--- src/verilog/rtt_pkg.sv ---
// shared constants and types for the relay timeout timer
package rtt_pkg;

    // timebase periods for debounce and on-time
    localparam int RTT_DEBOUNCE_PERIODS = 6;
    localparam int RTT_DELAY_PERIODS = 73728;

    // reset values of the held state
    localparam logic RTT_RELAY_RST = 1'h0;
    localparam logic RTT_LVL_RST = 1'h0;

    // the three push-button inputs, active high
    typedef struct packed {
        logic toggle;
        logic sw_on;
        logic sw_off;
    } rtt_keys_t;

    localparam rtt_keys_t RTT_KEYS_RST = 3'h0;

    // relay output state
    typedef enum logic {
        RTT_RELAY_IDLE,
        RTT_RELAY_ACTIVE
    } rtt_relay_t;

endpackage

--- src/verilog/rtt_relay_timer.sv ---
// relay timeout timer: input sync, shared debounce, delay count, relay drive
//
// What this block does
// - debounce lasts six timebase periods
// - on-time is 73728 timebase periods from activation
// - reset puts all state in defined values
// - relay stays off after reset until trigger
// - first toggle press switches relay on
// - toggle press while on switches relay off
// - each accepted toggle press inverts exactly once
// - without second press, relay ends at expiry
// - switch-on press activates relay, starts delay
// - switch-off press deactivates relay, ends delay
// - switch-on activation ends automatically at expiry
// - held switch-on still lets delay expire
// - no retrigger; activity never extends delay
// - debounce acts on press and release
// - all three key inputs share one debounce stage
`timescale 1ns/1ps

module rtt_relay_timer
    import rtt_pkg::*;
#(
    parameter int DEBOUNCE_TICKS = RTT_DEBOUNCE_PERIODS,
    parameter int DELAY_TICKS = RTT_DELAY_PERIODS
)
(
    input wire logic sys_clk_i,
    input wire logic rst_b_i,
    input wire logic rc_timebase_input_i,
    input wire logic toggle_i,
    input wire logic sw_on_i,
    input wire logic sw_off_i,
    output logic relay_drive_o,
    output logic [2:0] keys_debounced_o
);

    localparam int DBW = (DEBOUNCE_TICKS > 1) ? $clog2(DEBOUNCE_TICKS) : 1;
    localparam int DLW = (DELAY_TICKS > 1) ? $clog2(DELAY_TICKS) : 1;
    localparam logic [DBW-1:0] DEB_LAST = DBW'(DEBOUNCE_TICKS - 1);
    localparam logic [DLW-1:0] DLY_LAST = DLW'(DELAY_TICKS - 1);
    localparam logic [DBW-1:0] DEB_ZERO = '0;
    localparam logic [DLW-1:0] DLY_ZERO = '0;
    localparam logic [DBW-1:0] DEB_ONE = DBW'(1);
    localparam logic [DLW-1:0] DLY_ONE = DLW'(1);

    // rising edge of a held level against its new value
    function automatic logic rise(input logic old_v, input logic new_v);
        rise = ~old_v & new_v;
    endfunction

    // three-stage synchronisers; stage one feeds stage two only
    logic osc_s1_ff, osc_s2_ff, osc_s3_ff;
    rtt_keys_t keys_s1_ff, keys_s2_ff, keys_s3_ff;
    logic osc_lvl_ff;
    rtt_keys_t keys_lvl_ff;
    logic nxt_osc_lvl;
    rtt_keys_t nxt_keys_lvl;

    // debounce state, one stage for all keys
    rtt_keys_t keys_prev_ff;
    rtt_keys_t keys_deb_ff;
    rtt_keys_t nxt_keys_deb;
    logic [DBW-1:0] deb_cnt_ff;
    logic [DBW-1:0] nxt_deb_cnt;

    // relay state and delay count
    rtt_relay_t relay_ff;
    rtt_relay_t nxt_relay;
    logic [DLW-1:0] dly_cnt_ff;
    logic [DLW-1:0] nxt_dly_cnt;

    wire logic osc_tick;
    wire logic lvl_moved;
    wire logic deb_accept;
    wire logic tog_rise;
    wire logic on_rise;
    wire logic off_rise;
    wire logic relay_on;
    wire logic expire;

    // pin sampling chain
    always_ff @(posedge sys_clk_i or negedge rst_b_i)
    begin
        if (!rst_b_i)
        begin
            osc_s1_ff <= RTT_LVL_RST;
            osc_s2_ff <= RTT_LVL_RST;
            osc_s3_ff <= RTT_LVL_RST;
            keys_s1_ff <= RTT_KEYS_RST;
            keys_s2_ff <= RTT_KEYS_RST;
            keys_s3_ff <= RTT_KEYS_RST;
        end
        else
        begin
            osc_s1_ff <= rc_timebase_input_i;
            osc_s2_ff <= osc_s1_ff;
            osc_s3_ff <= osc_s2_ff;
            keys_s1_ff <= {toggle_i, sw_on_i, sw_off_i};
            keys_s2_ff <= keys_s1_ff;
            keys_s3_ff <= keys_s2_ff;
        end
    end

    // a level counts only once stages two and three agree
    assign nxt_osc_lvl = (osc_s2_ff == osc_s3_ff) ? osc_s3_ff : osc_lvl_ff;
    assign nxt_keys_lvl = (keys_s2_ff == keys_s3_ff) ? keys_s3_ff
                                                     : keys_lvl_ff;
    assign osc_tick = rise(osc_lvl_ff, nxt_osc_lvl);

    // shared debounce: any key change restarts the count
    assign lvl_moved = (keys_lvl_ff != keys_prev_ff);
    assign deb_accept = !lvl_moved && (keys_lvl_ff != keys_deb_ff)
                        && osc_tick && (deb_cnt_ff == DEB_LAST);
    // press and release both wait the full interval
    assign nxt_keys_deb = deb_accept ? keys_lvl_ff : keys_deb_ff;
    assign nxt_deb_cnt = (lvl_moved || keys_lvl_ff == keys_deb_ff
                          || deb_accept) ? DEB_ZERO
                       : osc_tick ? deb_cnt_ff + DEB_ONE : deb_cnt_ff;

    // accepted press edges, active high inputs
    assign tog_rise = rise(keys_deb_ff.toggle, nxt_keys_deb.toggle);
    assign on_rise = rise(keys_deb_ff.sw_on, nxt_keys_deb.sw_on);
    assign off_rise = rise(keys_deb_ff.sw_off, nxt_keys_deb.sw_off);

    assign relay_on = (relay_ff == RTT_RELAY_ACTIVE);
    assign expire = relay_on && osc_tick
                    && (dly_cnt_ff == DLY_LAST);

    // relay decision; off wins over every other request
    always_comb
    begin
        nxt_relay = relay_ff;
        unique case (relay_ff)
            RTT_RELAY_IDLE:
            begin
                if (!off_rise && (on_rise || tog_rise))
                    nxt_relay = RTT_RELAY_ACTIVE;
            end
            RTT_RELAY_ACTIVE:
            begin
                // held switch-on is no level hold, only edges act
                if (off_rise || tog_rise || expire)
                    nxt_relay = RTT_RELAY_IDLE;
            end
        endcase
    end

    // delay count runs only while active; never reloaded when on
    assign nxt_dly_cnt = (nxt_relay != RTT_RELAY_ACTIVE) ? DLY_ZERO
                       : (relay_on && osc_tick) ? dly_cnt_ff + DLY_ONE
                       : dly_cnt_ff;

    // held state; reset clears everything and drops the relay
    always_ff @(posedge sys_clk_i or negedge rst_b_i)
    begin
        if (!rst_b_i)
        begin
            osc_lvl_ff <= RTT_LVL_RST;
            keys_lvl_ff <= RTT_KEYS_RST;
            keys_prev_ff <= RTT_KEYS_RST;
            keys_deb_ff <= RTT_KEYS_RST;
            deb_cnt_ff <= DEB_ZERO;
            dly_cnt_ff <= DLY_ZERO;
            relay_ff <= RTT_RELAY_IDLE;
        end
        else
        begin
            osc_lvl_ff <= nxt_osc_lvl;
            keys_lvl_ff <= nxt_keys_lvl;
            keys_prev_ff <= keys_lvl_ff;
            keys_deb_ff <= nxt_keys_deb;
            deb_cnt_ff <= nxt_deb_cnt;
            dly_cnt_ff <= nxt_dly_cnt;
            relay_ff <= nxt_relay;
        end
    end

    assign relay_drive_o = relay_on;
    assign keys_debounced_o = keys_deb_ff;
endmodule // rtt_relay_timer

--- config.mk ---
export PLATFORM = sky130hd
export DESIGN_NAME = rtt_relay_timer
export DESIGN_NICKNAME = d
export VERILOG_FILES = /design/src/verilog/rtt_pkg.sv /design/src/verilog/rtt_relay_timer.sv
export SDC_FILE = /design/constraint.sdc
export NUM_CORES = 1
export LEC_CHECK = 0
export BUFFER_PORTS_ARGS = -buffer_cell sky130_fd_sc_hd__clkbuf_2
export CORE_MARGIN = 5
export CORE_UTILIZATION = 59
export CTS_CLUSTER_DIAMETER = 100
export DETAILED_ROUTE_END_ITERATION = 16
export PLACE_DENSITY_LB_ADDON = 0.3
export SKIP_LAST_GASP = 1
export SLEW_MARGIN = 10
export SYNTH_ARGS = -nofsm -noshare
export SYNTH_HDL_FRONTEND = slang
export SYNTH_SLANG_ARGS = --single-unit
--- constraint.sdc ---
create_clock -name sys_clk_i -period 2.2 [get_ports sys_clk_i]
set_input_delay 0.66 -clock sys_clk_i [delete_from_list [all_inputs] [get_ports sys_clk_i]]
set_output_delay 0.66 -clock sys_clk_i [all_outputs]
set_load 0.03 [all_outputs]
==> results.md, run 1 <==
- Run status: completed
- Via count: approximately 1,300
- Slack of the worst reg-to-reg path: 0.29 ns
- Number of nets produced by synthesis: approximately 180
- Core area: around 3100 um^2
- Maximum operating frequency: 0.524 GHz
- Start-to-end type of the worst setup path: reg2reg
- Global Route Usage Sum: between 10% and 20%
- Number of warnings reported in the yosys synthesis log: 0
- Effective utilization at floorplan: a little over 60%
- Mean Syn Cell Area: 11.3 um^2
- TritonCTS Sinks: 43
- Worst-path maximum fanout: 7
- Number of synthesized flops with an enable pin: 0
- DRC violation count after routing: 0
- #FFs+latches synth: between 40 and 50
- Tcrit/Tclk final: 86.8%
- # fillers: approximately 250
- Hold buffer count at cts: 0
- GP Congestion: 0.774
- Synth Flop Type: sky130_fd_sc_hd__dfrtp_1
- RSZ-0062 raised after global routing: no
- Power, Total: 1.43 mW
- Gate count of the mapped netlist: between 150 and 200
- Critical Path End Type: flop
- Die Ht: around 67 um
- Floorplan die width: between 60 and 70 um
- Row cnt: 20
- Maximum clock skew at final layout: 0.00879 ns
- Proportion of synthesized chip area in sequential cells: ~56%
- Finish-stage setup viols: 0
- Worst slew pin tran: approximately 0.52 ns
- Post-route design area: around 2100 um^2
- DP Cell Count: around 220
- Max_slew headroom: between 60% and 70%
- I/O pin count: 10
- Detailed Route WL: around 3.3 mm
- Cell area after synthesis: approximately 1900 um^2
- Max Cap Violations: 0
- Antenna violations before repair: 0
- Leakage power: roughly 0.87 nW
- Number of distinct standard cells referenced by the synthesized netlist: 36
- Data arrival time at the worst-slack endpoint: ~2.2 ns
- CTS root buf: sky130_fd_sc_hd__clkbuf_4
- Ratio of routed vias to standard cells: 5.57
- Die Footprint: between 4000 and 5000 um^2
- Antenna Diode Count: 0
- Setup tns final: 0 ns
- Req. time, crit path: between 2 and 2.5 ns
- Post-CTS Setup Repair Bufs: 0
- Number of search-and-repair iterations in the first detailed-routing pass: 4
- Final number of hold-violating endpoints: 0
- Clock Latency Late Sink: ~0.35 ns
- Setup slack of the critical path after layout: 0.290 ns
- Per-cell routed wire length: 14.2 um
- Worst hold-check path type: in2async
- Resized cells post-CTS: 0
- Count of buffers inserted at the top-level ports: 9
- Number of routed nets with antenna violations: 0
- Clock tree from TritonCTS: built
- Count of final max-slew check failures: 0
- Wire length of the first global-routing pass: 5.87 mm
- Number of nets in the final layout: about 190
- Via count of the first global-routing pass: between 1,000 and 1,500
- Clock transition at the register clock pins on the worst setup and hold paths after CTS: between 0.1 and 0.15 ns
- Bufs on Longest Clock Path: 2
- Total CTS buffers: 5
- Post-layout util: approximately two thirds
- Maximum number of pins on one net before global-route repair: 44
- Worst voltage drop across the vdd grid: 0.000494 V
- FFs w/ async S/R, synth: 100%
- Detailed placer's ending HPWL: around 2.4 mm
- Post-Place Worst Slack: between 0.3 and 0.4 ns
- Cell area power density: around 690 nW/um^2
- Violation count after the first detailed-routing iteration: 61
- Layout-stage area growth over the synthesis result: 8.55%
- Maximum level of the CTS H-tree: 2
- Kind of start point of the critical path: flop
- Worst Hold Slack: ~0.35 ns
- Number of cells in the finished layout apart from fillers: 230
- Dpl cell area: between 2000 and 2500 um^2
- Ratio of cells with drive above 1 in the final layout: about 19%
- Remaining Overflow, GRT: 0
- Clock period minus worst slack: about 1.9 ns
## critical path, stage by stage, from the launching register on
cell                      delay, ns
sky130_fd_sc_hd__dfrtp_1       0.48
sky130_fd_sc_hd__nor2b_1       0.18
sky130_fd_sc_hd__a21o_1        0.20
sky130_fd_sc_hd__or3_1         0.42
sky130_fd_sc_hd__nand2_1       0.17
sky130_fd_sc_hd__mux2_1        0.36
## registers in the layout, summed over array words and instances, names as in the netlist
signal / cells
relay_drive_o: 1
keys_prev_ff: 3
osc_lvl_ff: 1
osc_s2_ff: 1
keys_s1_ff: 3
osc_s3_ff: 1
keys_debounced_o: 3
deb_cnt_ff: 3
dly_cnt_ff: 17
osc_s1_ff: 1
keys_lvl_ff: 3
keys_s2_ff: 3
keys_s3_ff: 3
## logic make-up after synthesis
group                      count (synthesis)  synth area share, %
AOI/OAI and AO/OA                         14                 5.61
xor gates and xnor gates                  22                 10.1
adders and majority gates                  4                 2.48
buffers and inverters                     11                 2.74
DFF                                       43                 56.1
muxes                                      5                 2.94
and+or+nand+nor                           70                 20.0
## Yosys cell counts, types with 2 or more instances
cell type                 instances  area (um^2)
sky130_fd_sc_hd__a21oi_1          4         20.0
sky130_fd_sc_hd__and3_1           2         12.5
sky130_fd_sc_hd__dfrtp_1         43         1080
sky130_fd_sc_hd__ha_1             3         37.5
sky130_fd_sc_hd__inv_1            8         30.0
sky130_fd_sc_hd__mux2_1           2         22.5
sky130_fd_sc_hd__mux2_2           3         33.8
sky130_fd_sc_hd__nand2_1         10         37.5
sky130_fd_sc_hd__nand3_1         11         55.1
sky130_fd_sc_hd__nand4_1          6         37.5
sky130_fd_sc_hd__nor2_1          15         56.3
sky130_fd_sc_hd__nor2_2           9         56.3
sky130_fd_sc_hd__nor2b_1          2         12.5
sky130_fd_sc_hd__nor3_1           3         15.0
sky130_fd_sc_hd__nor3b_1          3         22.5
sky130_fd_sc_hd__nor4_1           2         12.5
sky130_fd_sc_hd__nor4_2           2         25.0
sky130_fd_sc_hd__o21ai_0          3         15.0
sky130_fd_sc_hd__xnor2_1         10         87.6
sky130_fd_sc_hd__xor2_1          12          105
## cells in the final DEF, fill, tap and decap left out, types with 2 or more instances in the layout
cell                       synthesis  layout
sky130_fd_sc_hd__mux2_1            2       2
sky130_fd_sc_hd__clkbuf_2          0       9
sky130_fd_sc_hd__nor2b_1           2       2
sky130_fd_sc_hd__and3_1            2       2
sky130_fd_sc_hd__nor3_1            3       3
sky130_fd_sc_hd__nor4_1            2       2
sky130_fd_sc_hd__clkbuf_4          0       5
sky130_fd_sc_hd__nor4_2            2       2
sky130_fd_sc_hd__inv_1             8       8
sky130_fd_sc_hd__o21ai_0           3       3
sky130_fd_sc_hd__xor2_1           12      12
sky130_fd_sc_hd__nor3b_1           3       3
sky130_fd_sc_hd__nand4_1           6       6
sky130_fd_sc_hd__nand3_1          11      11
sky130_fd_sc_hd__nor2_1           15      15
sky130_fd_sc_hd__nand2_1          10      10
sky130_fd_sc_hd__ha_1              3       3
sky130_fd_sc_hd__buf_4             1       2
sky130_fd_sc_hd__mux2_2            3       3
sky130_fd_sc_hd__xnor2_1          10      10
sky130_fd_sc_hd__a21oi_1           4       4
sky130_fd_sc_hd__nor2_2            9       9
sky130_fd_sc_hd__dfrtp_1          43      43
## per-layer routing
layer / GRT usage [%] / vias to the layer above / wire length, um / part of all wire (%)
met5: 0 / - / 0 / 0
met4: 6.08 / 0 / 45 / 1.4
met3: 5.56 / 6 / 174 / 5.3
met2: 29.2 / 31 / 1590 / 49
met1: 22.0 / 629 / 1450 / 44
li1: - / 614 / - / -
## report_power, final
group / internal (mW) / switching, mW / total (mW)
clock network: 0.157 / 0.256 / 0.413
logic: 0.0606 / 0.0832 / 0.144
registers: 0.833 / 0.0432 / 0.877
## layout make-up
cell class	instances	area (um^2)	share of cell area [%]
clock buffer	6	51.3	2.47
timing repair buffer	11	60.1	2.89
sequential	43	1080	51.7
multi-input combinational	115	788	37.9
clock inverter	2	16.3	0.782
inverter	9	33.8	1.62
tap	44	55.1	2.65
## final timing paths
kind	end	depth (start not counted)	startpoint
worst max-delay path	keys_debounced_o[1]	5	keys_lvl_ff[2]
worst min-delay path	keys_debounced_o[1]	2	rst_b_i
worst max register to register	keys_debounced_o[1]	5	keys_lvl_ff[2]
worst min register to register	osc_s2_ff	0	osc_s1_ff
max in group asynchronous	osc_s1_ff	2	rst_b_i
min in group sys_clk_i	osc_s2_ff	0	osc_s1_ff
(Power assumes the default switching activity.)
==> run 2, diff against run 1 <==
BUFFER_PORTS_ARGS = -buffer_cell sky130_fd_sc_hd__buf_2   (was -buffer_cell sky130_fd_sc_hd__clkbuf_2)
==> results.md, run 2 (synthesis gave the netlist of run 1 again) <==
- Run status: completed
- Seq pwr share: 58.9% (-2.2 points)
- Post-CTS Setup Repair Bufs: 0 (unchanged)
- Number of cells in the finished layout apart from fillers: 230 (unchanged)
- Setup tns final: 0 ns (unchanged)
- Post-route design area: 2100 um^2 (+1.1%)
- Max_slew headroom: 68.9% (+3.4 points)
- Power, Total: 1.49 mW (+3.7%)
- Violation count after the first detailed-routing iteration: 63 (+3.3%)
- DRC violation count after routing: 0 (unchanged)
- Core area: 3080 um^2 (unchanged)
- Die Footprint: 4490 um^2 (unchanged)
- Cell area power density: 707 nW/um^2 (+2.5%)
- Largest register by flop count: dly_cnt_ff
- CP cell instances: nor2b_1 > a21o_1 > or3_1 > nand2_1 > mux2_2
- Max Cap Violations: 0 (unchanged)
- Wire length of the first global-routing pass: 5.72 mm (-2.5%)
- Maximum operating frequency: 0.529 GHz (+1.1%)
- Critical path launch point: keys_lvl_ff[2]
- Antenna violations before repair: 0 (unchanged)
- Post-Place Worst Slack: 0.336 ns (+0.0130 ns)
- Data arrival time at the worst-slack endpoint: 2.13 ns (-0.03 ns)
- Start-to-end type of the worst setup path: reg2reg
- Leakage power: 0.887 nW (+1.9%)
- Total CTS buffers: 5 (unchanged)
- # fillers: 234 (-4.5%)
- Count of final max-slew check failures: 0 (unchanged)
- Die Ht: 67 um (unchanged)
- Row cnt: 20 (unchanged)
- Req. time, crit path: 2.44 ns (about the same)
- Maximum clock skew at final layout: 0.0134 ns (+0.00463 ns)
- Clock transition at the register clock pins on the worst setup and hold paths after CTS: 0.12 ns (about the same)
- Dpl cell area: 2030 um^2 (+0.99%)
- Ratio of routed vias to standard cells: 5.60 (+0.70%)
- Net switching component of the power: 0.355 mW (-7.1%)
- Bufs on Longest Clock Path: 2 (unchanged)
- Standard cell with the maximum stage delay on the critical path: sky130_fd_sc_hd__dfrtp_1
- Number of flip-flops under the largest register name: 17 (unchanged)
- Commonest cells after routing, fill and taps aside: sky130_fd_sc_hd__dfrtp_1, sky130_fd_sc_hd__nor2_1, sky130_fd_sc_hd__xor2_1, sky130_fd_sc_hd__nand3_1
- Reg2reg path depth: 5 (unchanged)
- Setup slack of the critical path after layout: 0.310 ns (+0.0201 ns)
- Effective utilization at floorplan: 62.3% (unchanged)
- GP Congestion: 0.868 (+12%)
- Floorplan die width: 67 um (unchanged)
- I/O pin count: 10 (unchanged)
- Portion of total power attributed to the clock network: 31.0% (+2.2 points)
- Leading cell type in the layout, fill and taps excluded: sky130_fd_sc_hd__dfrtp_1
- Layout-stage area growth over the synthesis result: 9.79%
- Final number of hold-violating endpoints: 0 (unchanged)
- TritonCTS Sinks: 43 (unchanged)
- Remaining Overflow, GRT: 0 (unchanged)
- Finish-stage setup viols: 0 (unchanged)
- Ratio of cells with drive above 1 in the final layout: 18.8% (-0.54 points)
- Maximum level of the CTS H-tree: 2 (unchanged)
- Per-cell routed wire length: 13.7 um (-2.9%)
- Global Route Usage Sum: 17.3% (-0.46 points)
- Tcrit/Tclk final: 85.9% (-0.92 points)
- Worst hold-check path type: in2async
- Clock period minus worst slack: 1.89 ns (-0.0201 ns)
- Via count: 1,289 (+0.70%)
- Number of search-and-repair iterations in the first detailed-routing pass: 4 (unchanged)
- Detailed Route WL: 3.16 mm (-2.9%)
- Critical Path End Type: flop
- Resized cells post-CTS: 0 (unchanged)
- Total area of multi-input combinational cells: 788 um^2 (unchanged)
- Antenna Diode Count: 0 (unchanged)
- RSZ-0062 raised after global routing: no
- Detailed placer's ending HPWL: 2.31 mm (-2.4%)
- Longest individual stage delay on the worst path: 0.48 ns (about the same)
- Reg-to-Reg Start: keys_lvl_ff[2]
- Hold buffer count at cts: 0 (unchanged)
- Switching part of the total power: 23.9% (-2.8 points)
- Count of buffers inserted at the top-level ports: 9 (unchanged)
- Clock Latency Late Sink: 0.34 ns (about the same)
- CTS root buf: sky130_fd_sc_hd__clkbuf_4
- Maximum number of pins on one net before global-route repair: 25 (-43%)
- Worst slew pin tran: 0.467 ns (-0.0504 ns)
- DP Cell Count: 223 (+0.45%)
- Clock tree from TritonCTS: built
- Sequential cell area in the final layout: 1080 um^2 (unchanged)
- Number of routed nets with antenna violations: 0 (unchanged)
- Worst-path maximum fanout: 7 (unchanged)
- Via count of the first global-routing pass: 1,382 (+7.1%)
- Internal power summed over all cells: 1.13 mW (+7.7%)
- Worst voltage drop across the vdd grid: 0.000581 V (+18%)
- Kind of start point of the critical path: flop
- Share of power burned in combinational logic: 10.1% (about the same)
- Number of nets in the final layout: 195 (+0.52%)
-- run 2: area by class of cell --
class                      count  area share, %
clock buffer                   6           1.96
tap                           44           2.62
timing repair buffer          12           3.80
inverter                       9           1.61
sequential                    43           51.1
clock inverter                 1           1.43
multi-input combinational    115           37.5
-- run 2: worst max-delay path, delay by kind of cell (launching register included) --
kind	cells	cell delay [ns]
simple gates	3	0.76
flops	1	0.48
mux	1	0.35
compound gates	1	0.19
-- run 2: through the flow --
| stage | util, % | hold slack [ns] |
|---|---|---|
| 3_3_place_gp | 66.1 | 0.332 |
| 2_1_floorplan | - | 0.331 |
| 3_5_place_dp | 66.1 | 0.336 |
| 5_1_grt | 68.4 | 0.270 |
| 6_report | 68.4 | 0.249 |
| 4_1_cts | 68.4 | 0.255 |
-- run 2: worst paths after layout --
kind | endpoint | slack (ns)
worst max register to register | keys_debounced_o[0] | 0.31
worst min-delay path | keys_debounced_o[2] | 0.25
min in group sys_clk_i | keys_s2_ff[1] | 0.36
worst min register to register | keys_s2_ff[1] | 0.36
worst max-delay path | keys_debounced_o[0] | 0.31
max in group asynchronous | osc_s1_ff | 1.47
-- run 2: metal layers --
metal | GRT usage (%) | routed length (um) | up-vias
met4 | 9.62 | 70 | 0
li1 | - | - | 607
met1 | 20.1 | 1410 | 642
met5 | 0 | 0 | -
met3 | 4.38 | 146 | 9
met2 | 28.8 | 1530 | 31
-- run 2: power groups by stage --
stage	combinational, mW	sequential, mW	clock, mW
after floorplan	0.107	0.880	0
after global placement	0.143	0.887	0
after detailed placement	0.151	0.892	0
after CTS	0.152	0.876	0.476
after global routing	0.170	0.883	0.517
final	0.150	0.876	0.461
